File: src/pisc_pkg.sv
// pisc_pkg: constants for the peripheral interrupt and serial pin mux block.
// assumes a 16-bit core data bus with 14-bit data-memory addresses.
// How it works
// - force/clear register: bits 0-7 clear, bits 8-12 and 15 force core interrupts
// - software interrupts arise only from force bits 11 and 12
// - sensitivity bits 0-2 pick edge (set) or level (clear) per line
// - sensitivity bit 4 enables interrupt nesting
// - unmasked core interrupts vector straight to their own slot
// - peripheral events set flags; combined line low while any flag pending
// - simultaneous interrupts: highest priority source is served first
// - reading sync/trip flags clears both bits and acknowledges
// - reading the two pio flag registers clears them and acknowledges
// - hardware, software or watchdog reset returns control registers to reset
// - mode bit 4 picks second or first receive pin for the receive port
// - mode bit 5: uart emulation ties receive data to frame sync, flag out
// - system control bit 10: alternate config, receive pin as flag input
// - alternate config: frame syncs become external interrupt lines zero, one
// - status register shows trip pin, watchdog and pwm timer state
// - sync flagged on rising sync pulse; trip on falling pin, sense, write
// - pio event on any change of an enabled input line
package pisc_pkg;
   localparam int AW = 14;
   localparam int DW = 16;
   localparam int NPIO = 9;
   // data-memory addresses
   localparam logic [13:0] A_SYS_CTL   = 14'h3fff;
   localparam logic [13:0] A_MODE_CTL  = 14'h2015;
   localparam logic [13:0] A_SYS_STAT  = 14'h2016;
   localparam logic [13:0] A_ST_FLAG   = 14'h2017;
   localparam logic [13:0] A_PIO_FLG_L = 14'h2007;
   localparam logic [13:0] A_PIO_FLG_H = 14'h2047;
   localparam logic [13:0] A_PIO_EN_L  = 14'h2006;
   localparam logic [13:0] A_PIO_EN_H  = 14'h2046;
   localparam logic [13:0] A_SW_TRIP   = 14'h2061;
   // core register selects
   localparam logic [1:0] CR_MASK  = 2'h0;
   localparam logic [1:0] CR_FORCE = 2'h1;
   localparam logic [1:0] CR_SENS  = 2'h2;
   // field positions
   localparam int MASK_PERIPH = 9;
   localparam int SENS_NEST   = 4;
   localparam int MODE_RXSEL  = 4;
   localparam int MODE_UART   = 5;
   localparam int SYS_ALT     = 10;
   localparam int FORCE_BASE  = 8;
   localparam int FLG_SYNC    = 0;
   localparam int FLG_TRIP    = 1;
   // pending index equals priority rank, higher wins
   localparam logic [2:0] PI_TIMER  = 3'h0;
   localparam logic [2:0] PI_RX     = 3'h1;
   localparam logic [2:0] PI_TX     = 3'h2;
   localparam logic [2:0] PI_SW0    = 3'h3;
   localparam logic [2:0] PI_SW1    = 3'h4;
   localparam logic [2:0] PI_PERIPH = 3'h7;
   localparam logic [7:0] PI_USED   = 8'h9f;
   // mask bit of each pending index
   localparam int MB_TIMER = 0;
   localparam int MB_SW1   = 1;
   localparam int MB_SW0   = 2;
   localparam int MB_TX    = 3;
   localparam int MB_RX    = 4;
   // vector slots
   localparam logic [13:0] V_TRIP   = 14'h002c;
   localparam logic [13:0] V_PERIPH = 14'h0004;
   localparam logic [13:0] V_SYNC   = 14'h000c;
   localparam logic [13:0] V_PIO    = 14'h0008;
   localparam logic [13:0] V_SW1    = 14'h0018;
   localparam logic [13:0] V_SW0    = 14'h001c;
   localparam logic [13:0] V_TX     = 14'h0020;
   localparam logic [13:0] V_RX     = 14'h0024;
   localparam logic [13:0] V_TIMER  = 14'h0028;
   // reset values
   localparam logic [15:0] RST_MASK = 16'h0000;
   localparam logic [15:0] RST_SENS = 16'h0000;
   localparam logic [15:0] RST_SYS  = 16'h0000;
   localparam logic [8:0]  RST_MODE = 9'h000;
   localparam logic [8:0]  RST_PEN  = 9'h000;
endpackage : pisc_pkg

File: src/pisc_ctrl.sv
// pisc_ctrl: peripheral flags, core interrupt pending and vectoring, pin mux.
// assumes a core data-memory strobe port and a core register write port.
`timescale 1ns/100ps
`default_nettype none
module pisc_ctrl
   import pisc_pkg::*;
(
   input  wire logic            core_clk,
   input  wire logic            rst_b,
   input  wire logic            soft_rst,
   input  wire logic            wdog_rst,
   input  wire logic [AW-1:0]   dm_addr,
   input  wire logic [DW-1:0]   dm_wdata,
   input  wire logic            dm_wr,
   input  wire logic            dm_rd,
   output logic      [DW-1:0]   dm_rdata,
   input  wire logic [1:0]      creg_sel,
   input  wire logic            creg_wr,
   input  wire logic [DW-1:0]   creg_wdata,
   output logic      [DW-1:0]   creg_rdata,
   input  wire logic            timer_event,
   input  wire logic            ser_rx_irq,
   input  wire logic            ser_tx_irq,
   input  wire logic            irq_taken,
   input  wire logic            irq_return,
   output logic                 irq_req,
   output logic      [2:0]      irq_index,
   output logic      [AW-1:0]   irq_vector,
   output logic                 combined_peripheral_irq_n,
   input  wire logic            pwm_sync_pulse,
   input  wire logic            trip_pin_n,
   input  wire logic            overcurrent,
   input  wire logic [NPIO-1:0] pio_in,
   input  wire logic [NPIO-1:0] pio_is_input,
   input  wire logic            wdog_state,
   input  wire logic            pwm_timer_state,
   input  wire logic            receive_pin_first,
   input  wire logic            receive_pin_second,
   input  wire logic            transmit_frame_sync,
   input  wire logic            shared_pio_frame_pin_i,
   output logic                 shared_pio_frame_pin_o,
   output logic                 shared_pio_frame_pin_oe,
   input  wire logic            ser_tx_data,
   input  wire logic            core_flag_output,
   input  wire logic            flag_output_pin,
   output logic                 internal_receive_port,
   output logic                 internal_frame_sync,
   output logic                 flag_input_pin,
   output logic                 transmit_data_pin
);
   logic            prst;
   logic [15:0]     mask_q, sens_q, sys_q;
   logic [8:0]      mode_q, pen_q;
   logic [DW-1:0]   rdata_q, crd_q;
   logic            rd_st, rd_pl, rd_ph, wr_swt;
   logic [1:0]      st_set, st_clr, st_q;
   logic [8:0]      pio_set, pio_clr, pio_q;
   logic            sync_rise, trip_fall, sync_rise_x, sync_fall_x;
   logic [8:0]      pio_chg;
   logic            cpi_n_q;
   logic            alt, rxsel, uart, sel_rx;
   logic            line0_n, line1_n;
   logic [2:0]      ln_fall;
   logic [7:0]      pend_q, pend_set, pend_clr, eff_pend, msk, cand;
   logic [7:0]      act_q;
   logic            req_q;
   logic [2:0]      idx_q;
   logic [AW-1:0]   vec_q;
   logic            found;
   logic [2:0]      top;
   logic            allow;
   logic            rxp_q, rfs_q, fin_q, txd_q, spo_q, spoe_q;

   assign prst  = soft_rst | wdog_rst;
   assign rd_st = dm_rd && dm_addr == A_ST_FLAG;
   assign rd_pl = dm_rd && dm_addr == A_PIO_FLG_L;
   assign rd_ph = dm_rd && dm_addr == A_PIO_FLG_H;
   assign wr_swt = dm_wr && dm_addr == A_SW_TRIP && dm_wdata[0];

   // control registers back to reset on any reset
   always_ff @(posedge core_clk or negedge rst_b) begin
      if (!rst_b) begin
         sys_q  <= RST_SYS;
         mode_q <= RST_MODE;
         pen_q  <= RST_PEN;
      end else if (prst) begin
         sys_q  <= RST_SYS;
         mode_q <= RST_MODE;
         pen_q  <= RST_PEN;
      end else if (dm_wr) begin
         if (dm_addr == A_SYS_CTL) sys_q <= dm_wdata;
         if (dm_addr == A_MODE_CTL) mode_q <= dm_wdata[8:0];
         if (dm_addr == A_PIO_EN_L) pen_q[7:0] <= dm_wdata[7:0];
         if (dm_addr == A_PIO_EN_H) pen_q[8] <= dm_wdata[0];
      end
   end

   always_ff @(posedge core_clk or negedge rst_b) begin
      if (!rst_b) begin
         mask_q <= RST_MASK;
         sens_q <= RST_SENS;
      end else if (prst) begin
         mask_q <= RST_MASK;
         sens_q <= RST_SENS;
      end else if (creg_wr) begin
         if (creg_sel == CR_MASK) mask_q <= creg_wdata;
         if (creg_sel == CR_SENS) sens_q <= creg_wdata;
      end
   end

   // sync rise, trip fall, sense or write
   pisc_edge #(.W(2), .INIT(2'b10)) u_pwm_edge (
      .core_clk (core_clk),
      .rst_b    (rst_b),
      .din      ({trip_pin_n, pwm_sync_pulse}),
      .rise     ({sync_rise_x, sync_rise}),
      .fall     ({trip_fall, sync_fall_x}),
      .change   ()
   );

   // any change of an enabled input
   pisc_edge #(.W(NPIO)) u_pio_edge (
      .core_clk (core_clk),
      .rst_b    (rst_b),
      .din      (pio_in),
      .rise     (),
      .fall     (),
      .change   (pio_chg)
   );

   assign st_set[FLG_SYNC] = sync_rise;
   assign st_set[FLG_TRIP] = trip_fall | overcurrent | wr_swt;
   assign st_clr  = {2{rd_st}};
   assign pio_set = pio_chg & pen_q & pio_is_input;
   assign pio_clr = {rd_ph, {8{rd_pl}}};

   // read clears both sync and trip
   pisc_flag #(.W(2)) u_st_flag (
      .core_clk (core_clk),
      .rst_b    (rst_b),
      .sync_rst (prst),
      .set      (st_set),
      .clr      (st_clr),
      .q        (st_q)
   );

   // pio flags cleared by their reads
   pisc_flag #(.W(NPIO)) u_pio_flag (
      .core_clk (core_clk),
      .rst_b    (rst_b),
      .sync_rst (prst),
      .set      (pio_set),
      .clr      (pio_clr),
      .q        (pio_q)
   );

   // combined line low while any flag pending
   always_ff @(posedge core_clk or negedge rst_b) begin
      if (!rst_b) begin
         cpi_n_q <= 1'b1;
      end else begin
         cpi_n_q <= ~(|st_q | |pio_q);
      end
   end

   always_ff @(posedge core_clk or negedge rst_b) begin
      if (!rst_b) begin
         rdata_q <= 16'h0000;
      end else if (dm_rd) begin
         unique case (dm_addr)
            A_SYS_CTL:   rdata_q <= sys_q;
            A_MODE_CTL:  rdata_q <= {7'h00, mode_q};
            A_SYS_STAT:  rdata_q <= {13'h0000, pwm_timer_state, wdog_state,
                                     trip_pin_n};
            A_ST_FLAG:   rdata_q <= {14'h0000, st_q};
            A_PIO_FLG_L: rdata_q <= {8'h00, pio_q[7:0]};
            A_PIO_FLG_H: rdata_q <= {15'h0000, pio_q[8]};
            A_PIO_EN_L:  rdata_q <= {8'h00, pen_q[7:0]};
            A_PIO_EN_H:  rdata_q <= {15'h0000, pen_q[8]};
            default:     rdata_q <= 16'h0000;
         endcase
      end
   end

   always_ff @(posedge core_clk or negedge rst_b) begin
      if (!rst_b) begin
         crd_q <= 16'h0000;
      end else begin
         unique case (creg_sel)
            CR_MASK: crd_q <= mask_q;
            CR_SENS: crd_q <= sens_q;
            default: crd_q <= 16'h0000;
         endcase
      end
   end

   // frame sync pins feed external lines in alternate config
   assign alt     = sys_q[SYS_ALT];
   assign line0_n = alt ? shared_pio_frame_pin_i : ~ser_rx_irq;
   assign line1_n = alt ? transmit_frame_sync : ~ser_tx_irq;

   pisc_edge #(.W(3), .INIT(3'b111)) u_line_edge (
      .core_clk (core_clk),
      .rst_b    (rst_b),
      .din      ({cpi_n_q, line1_n, line0_n}),
      .rise     (),
      .fall     (ln_fall),
      .change   ()
   );

   // force bits set, clear bits clear; only used sources take force
   always_comb begin
      pend_set = 8'h00;
      pend_clr = 8'h00;
      pend_set[PI_TIMER] = timer_event;
      pend_set[PI_RX]     = sens_q[0] & ln_fall[0];
      pend_set[PI_TX]     = sens_q[1] & ln_fall[1];
      pend_set[PI_PERIPH] = sens_q[2] & ln_fall[2];
      if (creg_wr && creg_sel == CR_FORCE) begin
         pend_set = pend_set | (creg_wdata[15:8] & PI_USED);
         pend_clr = creg_wdata[7:0];
      end
      if (irq_taken) begin
         pend_clr[idx_q] = 1'b1;
      end
   end

   always_ff @(posedge core_clk or negedge rst_b) begin
      if (!rst_b) begin
         pend_q <= 8'h00;
      end else if (prst) begin
         pend_q <= 8'h00;
      end else begin
         pend_q <= pend_set | (pend_q & ~pend_clr);
      end
   end

   // level mode follows the line while low
   always_comb begin
      eff_pend = pend_q;
      eff_pend[PI_RX]     = pend_q[PI_RX] | (~sens_q[0] & ~line0_n);
      eff_pend[PI_TX]     = pend_q[PI_TX] | (~sens_q[1] & ~line1_n);
      eff_pend[PI_PERIPH] = pend_q[PI_PERIPH] | (~sens_q[2] & ~cpi_n_q);
      msk = 8'h00;
      msk[PI_TIMER]  = mask_q[MB_TIMER];
      msk[PI_RX]     = mask_q[MB_RX];
      msk[PI_TX]     = mask_q[MB_TX];
      msk[PI_SW0]    = mask_q[MB_SW0];
      msk[PI_SW1]    = mask_q[MB_SW1];
      // peripheral path gated by mask bit 9
      msk[PI_PERIPH] = mask_q[MASK_PERIPH];
      cand = eff_pend & msk;
   end

   always_comb begin
      found = 1'b0;
      top   = 3'h0;
      for (int i = 7; i >= 0; i--) begin
         if (cand[i] && !found) begin
            found = 1'b1;
            top   = 3'(i);
         end
      end
      // nesting lets only higher ranks through
      if (sens_q[SENS_NEST]) begin
         allow = found && ((act_q >> top) == 8'h00);
      end else begin
         allow = found && (act_q == 8'h00);
      end
   end

   // active service levels for nesting
   always_ff @(posedge core_clk or negedge rst_b) begin
      if (!rst_b) begin
         act_q <= 8'h00;
      end else if (prst) begin
         act_q <= 8'h00;
      end else if (irq_taken) begin
         act_q[idx_q] <= 1'b1;
      end else if (irq_return) begin
         // only the innermost (highest ranked) level ends on a return
         for (int j = 0; j < 8; j++) begin
            if (act_q[j] && ((act_q >> j) == 8'h01)) act_q[j] <= 1'b0;
         end
      end
   end

   // direct vector to the source slot
   always_ff @(posedge core_clk or negedge rst_b) begin
      if (!rst_b) begin
         req_q <= 1'b0;
         idx_q <= 3'h0;
         vec_q <= 14'h0000;
      end else begin
         req_q <= allow && !irq_taken;
         idx_q <= top;
         unique case (top)
            PI_TIMER: vec_q <= V_TIMER;
            PI_RX:    vec_q <= V_RX;
            PI_TX:    vec_q <= V_TX;
            PI_SW0:   vec_q <= V_SW0;
            PI_SW1:   vec_q <= V_SW1;
            default:  vec_q <= st_q[FLG_TRIP] ? V_TRIP :
                               st_q[FLG_SYNC] ? V_SYNC :
                               |pio_q ? V_PIO : V_PERIPH;
         endcase
      end
   end

   // receive pin select; uart; alternate flag pins
   assign rxsel  = mode_q[MODE_RXSEL];
   assign uart   = mode_q[MODE_UART];
   assign sel_rx = rxsel ? receive_pin_second : receive_pin_first;

   always_ff @(posedge core_clk or negedge rst_b) begin
      if (!rst_b) begin
         rxp_q  <= 1'b0;
         rfs_q  <= 1'b0;
         fin_q  <= 1'b0;
         txd_q  <= 1'b0;
         spo_q  <= 1'b0;
         spoe_q <= 1'b0;
      end else begin
         rxp_q  <= sel_rx;
         rfs_q  <= uart ? sel_rx : shared_pio_frame_pin_i;
         fin_q  <= alt ? sel_rx : 1'b0;
         txd_q  <= alt ? flag_output_pin : ser_tx_data;
         spo_q  <= core_flag_output;
         spoe_q <= uart;
      end
   end

   assign dm_rdata                 = rdata_q;
   assign creg_rdata               = crd_q;
   assign irq_req                  = req_q;
   assign irq_index                = idx_q;
   assign irq_vector               = vec_q;
   assign combined_peripheral_irq_n = cpi_n_q;
   assign internal_receive_port    = rxp_q;
   assign internal_frame_sync      = rfs_q;
   assign flag_input_pin           = fin_q;
   assign transmit_data_pin        = txd_q;
   assign shared_pio_frame_pin_o   = spo_q;
   assign shared_pio_frame_pin_oe  = spoe_q;
endmodule : pisc_ctrl
`default_nettype wire

File: src/pisc_edge.sv
// pisc_edge: registered previous value with rise, fall and change outputs.
// assumes inputs synchronous to core_clk.
`timescale 1ns/100ps
`default_nettype none
module pisc_edge #(
   parameter int          W    = 1,
   parameter logic [W-1:0] INIT = '0
) (
   input  wire logic         core_clk,
   input  wire logic         rst_b,
   input  wire logic [W-1:0] din,
   output logic      [W-1:0] rise,
   output logic      [W-1:0] fall,
   output logic      [W-1:0] change
);
   logic [W-1:0] prev_q;

   always_ff @(posedge core_clk or negedge rst_b) begin
      if (!rst_b) begin
         prev_q <= INIT;
      end else begin
         prev_q <= din;
      end
   end

   assign rise   = din & ~prev_q;
   assign fall   = ~din & prev_q;
   assign change = din ^ prev_q;
endmodule : pisc_edge
`default_nettype wire

File: src/pisc_flag.sv
// pisc_flag: sticky flags, a set in the clearing cycle wins.
// assumes set and clr are one-cycle strobes.
`timescale 1ns/100ps
`default_nettype none
module pisc_flag #(
   parameter int W = 1
) (
   input  wire logic         core_clk,
   input  wire logic         rst_b,
   input  wire logic         sync_rst,
   input  wire logic [W-1:0] set,
   input  wire logic [W-1:0] clr,
   output logic      [W-1:0] q
);
   always_ff @(posedge core_clk or negedge rst_b) begin
      if (!rst_b) begin
         q <= '0;
      end else if (sync_rst) begin
         q <= '0;
      end else begin
         q <= set | (q & ~clr);
      end
   end
endmodule : pisc_flag
`default_nettype wire

File: config.mk
export PLATFORM = sky130hd
export DESIGN_NAME = pisc_ctrl
export DESIGN_NICKNAME = d
export VERILOG_FILES = /design/src/pisc_pkg.sv /design/src/pisc_ctrl.sv /design/src/pisc_edge.sv /design/src/pisc_flag.sv
export SDC_FILE = /design/constraint.sdc
export NUM_CORES = 1
export LEC_CHECK = 0
export BUFFER_PORTS_ARGS = -buffer_cell sky130_fd_sc_hd__buf_2
export CAP_MARGIN = 20
export CORE_MARGIN = 4
export CORE_UTILIZATION = 44
export CTS_BUF_LIST = sky130_fd_sc_hd__clkbuf_16
export CTS_CLUSTER_DIAMETER = 150
export DETAILED_ROUTE_END_ITERATION = 16
export PLACE_DENSITY = 0.66
export SETUP_SLACK_MARGIN = 0.02
export SLEW_MARGIN = 20
export SYNTH_ARGS = -nofsm -noshare
export SYNTH_HDL_FRONTEND = slang
export SYNTH_HIERARCHICAL = 1
export SYNTH_SLANG_ARGS = --single-unit
File: constraint.sdc
create_clock -name core_clk -period 2.8 [get_ports core_clk]
set_input_delay 0.28 -clock core_clk [delete_from_list [all_inputs] [get_ports core_clk]]
set_output_delay 0.28 -clock core_clk [all_outputs]
set_load 0.005 [all_outputs]
==> reports/metrics.yaml <==
layout:
  multi_input_area_sq_um: 3025
  final_cell_mix: "dfrtp_1, nand2_1, buf_2"
  fill_cells: 1486
  fin_util_pct: 54.91
  layout_commonest_cell: "dfrtp_1"
  nets: 995
  regArea_sq_um: 3810
  syn_to_final_growth_pct: 21.74
  num_antenna_cells: 0
  layout-drive-gt1-share_pct: 23.89
global_route:
  grt_max_degree: 63
  grt_pass1_vias: 5886
  grt_util_all_layers_pct: 20.88
  grt_antenna_before_repair: 0
  overflow: 0
  grt_pass1_wl_mm: 30.70
setup_path:
  reg2reg_from: "sys_q[10]$_DFFE_PN0P_"
  cp_top_family: "simple AND/OR/NAND/NOR gates"
  critPathKind: "in2reg"
  path_buf_inv: 2
  cp_cell_sequence: "buf_2, or4_4, or2_0, or3_1, nor2_1, buf_4, nand2b_4, a21oi_2"
  cpPeakStageDelay_ns: 0.57
  r2r-end: "irq_req$_DFF_PN0_"
  arrival_ns: 2.30
  crit_required_ns: 3.08
  reg2reg_slack_ns: 0.79
  end_kind: "flip-flop"
  crit_path_start_kind: "input pin"
  r2r_cells: 5
  cp_slowest_cell: "or4_4"
  crit_fanout: 8
die:
  start_util_pct: 45.10
  ioPinCount: 147
  rows: 46
  fp.dieW_um: 136.1
  core_sq_um: 16000
  die_y_um: 136.1
  die_area_sq_um: 18520
hold_path:
  hold_end: "sys_q[11]$_DFFE_PN0P_"
  min_path_type: "in2reg"
  worstHoldPathCells: 3
  min_from: "dm_wdata[11]"
timing:
  fin_setup_tns_ns: 0
  slew_violations: 0
  hold_viol: 0
  final.period_utilization_pct: 72.06
  setup_viol: 0
  rsz0062_at_grt: "no"
  slew-limit-headroom_pct: 47.18
  max_freq_ghz: 0.4956
  worst-slew-pin-transition_ns: 0.7893
  min_period_ns: 2.018
  fin_worst_skew_ns: 0.01086
logic_synthesis:
  ys_warn_count: 6
  avgSynthCellArea_sq_um: 9.623
  netlist_area_sq_um: 7217
  synthCells: 750
clocking:
  cts.reportedPaths.clkPinSlew_ns: 0.06
  cts_tree: "yes"
  post_cts_resized: 0
  cts_buffer_depth: 2
  post_cts_buffers: 0
  cts-root-buf: "clkbuf_16"
  ctsHtreeMaxLevel: 4
  cts_hold_buf: 13
  numCtsBuffers: 17
  insertion_delay_ns: 0.42
  numClockSinks: 152
drt:
  post-route-drc-count: 0
  viasPerCell: 5.378
  vias: 6023
  drtPass1Iterations: 5
  detail_route.wirelength_mm: 18.89
  drtAntennaViolNets: 0
  drt_iter0_markers: 365
  post_drt_wl_per_cell_um: 16.87
place:
  port_buffers: 136
  hpwl_mm: 12.96
  place.gp.congestion: 0.8657
pwr:
  power_per_cell_area_nw_per_um2: 560.2
  ir_drop_mv: 0.4260
  leakage_nw: 4.060
job:
  drv_cap: 0
run_status:
  status: "completed"
-- through the flow --
step	area [sq um]	hold WS, ns	total power [W]	worst slack [ns]	std cells
after global routing	8786	0.09003	0.005095	0.6668	1120
after floorplan	7251	-0.01559	0.002424	0.5467	759
after CTS	8786	0.07331	0.004971	0.7996	1120
final	8786	0.08537	0.004922	0.7822	1120
after detailed placement	8056	0.3007	0.002603	0.3594	1075
after global placement	8056	0.3015	0.002601	0.3835	1075
-- cell type report --
class	count	area share (%)
Tap cell	216	3.076
Timing Repair Buffer	159	10.30
Clock buffer	17	4.842
Inverter	47	2.008
Sequential cell	152	43.36
Clock inverter	15	1.979
Multi-Input combinational cell	514	34.43
-- how the worst max path moves through the flow --
| stage | slack, ns | endpoint | start | cells past startpoint |
|---|---|---|---|---|
| floorplan | 0.55 | u_pio_flag/q[6]$_DFF_PN0_ | dm_addr[9] | 7 |
| detailed placement | 0.36 | u_pio_flag/q[4]$_DFF_PN0_ | dm_addr[9] | 8 |
| CTS | 0.80 | u_pio_flag/q[6]$_DFF_PN0_ | dm_addr[9] | 8 |
| global placement | 0.38 | u_pio_flag/q[3]$_DFF_PN0_ | dm_addr[9] | 8 |
| finish | 0.78 | u_pio_flag/q[3]$_DFF_PN0_ | dm_addr[9] | 8 |
| global route | 0.67 | u_pio_flag/q[6]$_DFF_PN0_ | dm_addr[9] | 8 |
-- worst register-to-register path, stage by stage (launching register included) --
cell and delay, ns:
dfrtp_1 0.51, or2_2 0.37, a31oi_1 0.17, nor2b_1 0.24
o21ai_0 0.12, a221oi_1 0.44
-- flip-flops by register name, summed over array words and instances (netlist names), 2 cells and up --
register,flops
irq_vector,4
sens_q,16
pen_q,9
mode_q,9
sys_q,16
u_pwm_edge/prev_q,2
act_q,8
dm_rdata,16
u_st_flag/q,2
u_line_edge/prev_q,3
u_pio_edge/prev_q,9
creg_rdata,16
pend_q,6
irq_index,3
mask_q,16
u_pio_flag/q,9
-- per-layer routing --
layer  global-route usage, %  share of wire, %
met5                       0                 0
met3                   4.256               6.1
met4                   5.543               1.6
met2                   32.80                47
met1                   29.64                45
-- report_power, final --
group          internal [W]  switching, W
Combinational      0.000117      0.000214
Sequential          0.00223     0.0000161
Clock               0.00140      0.000945
Total               0.00375       0.00117
No activity file was read; power rests on OpenSTA's default activity.
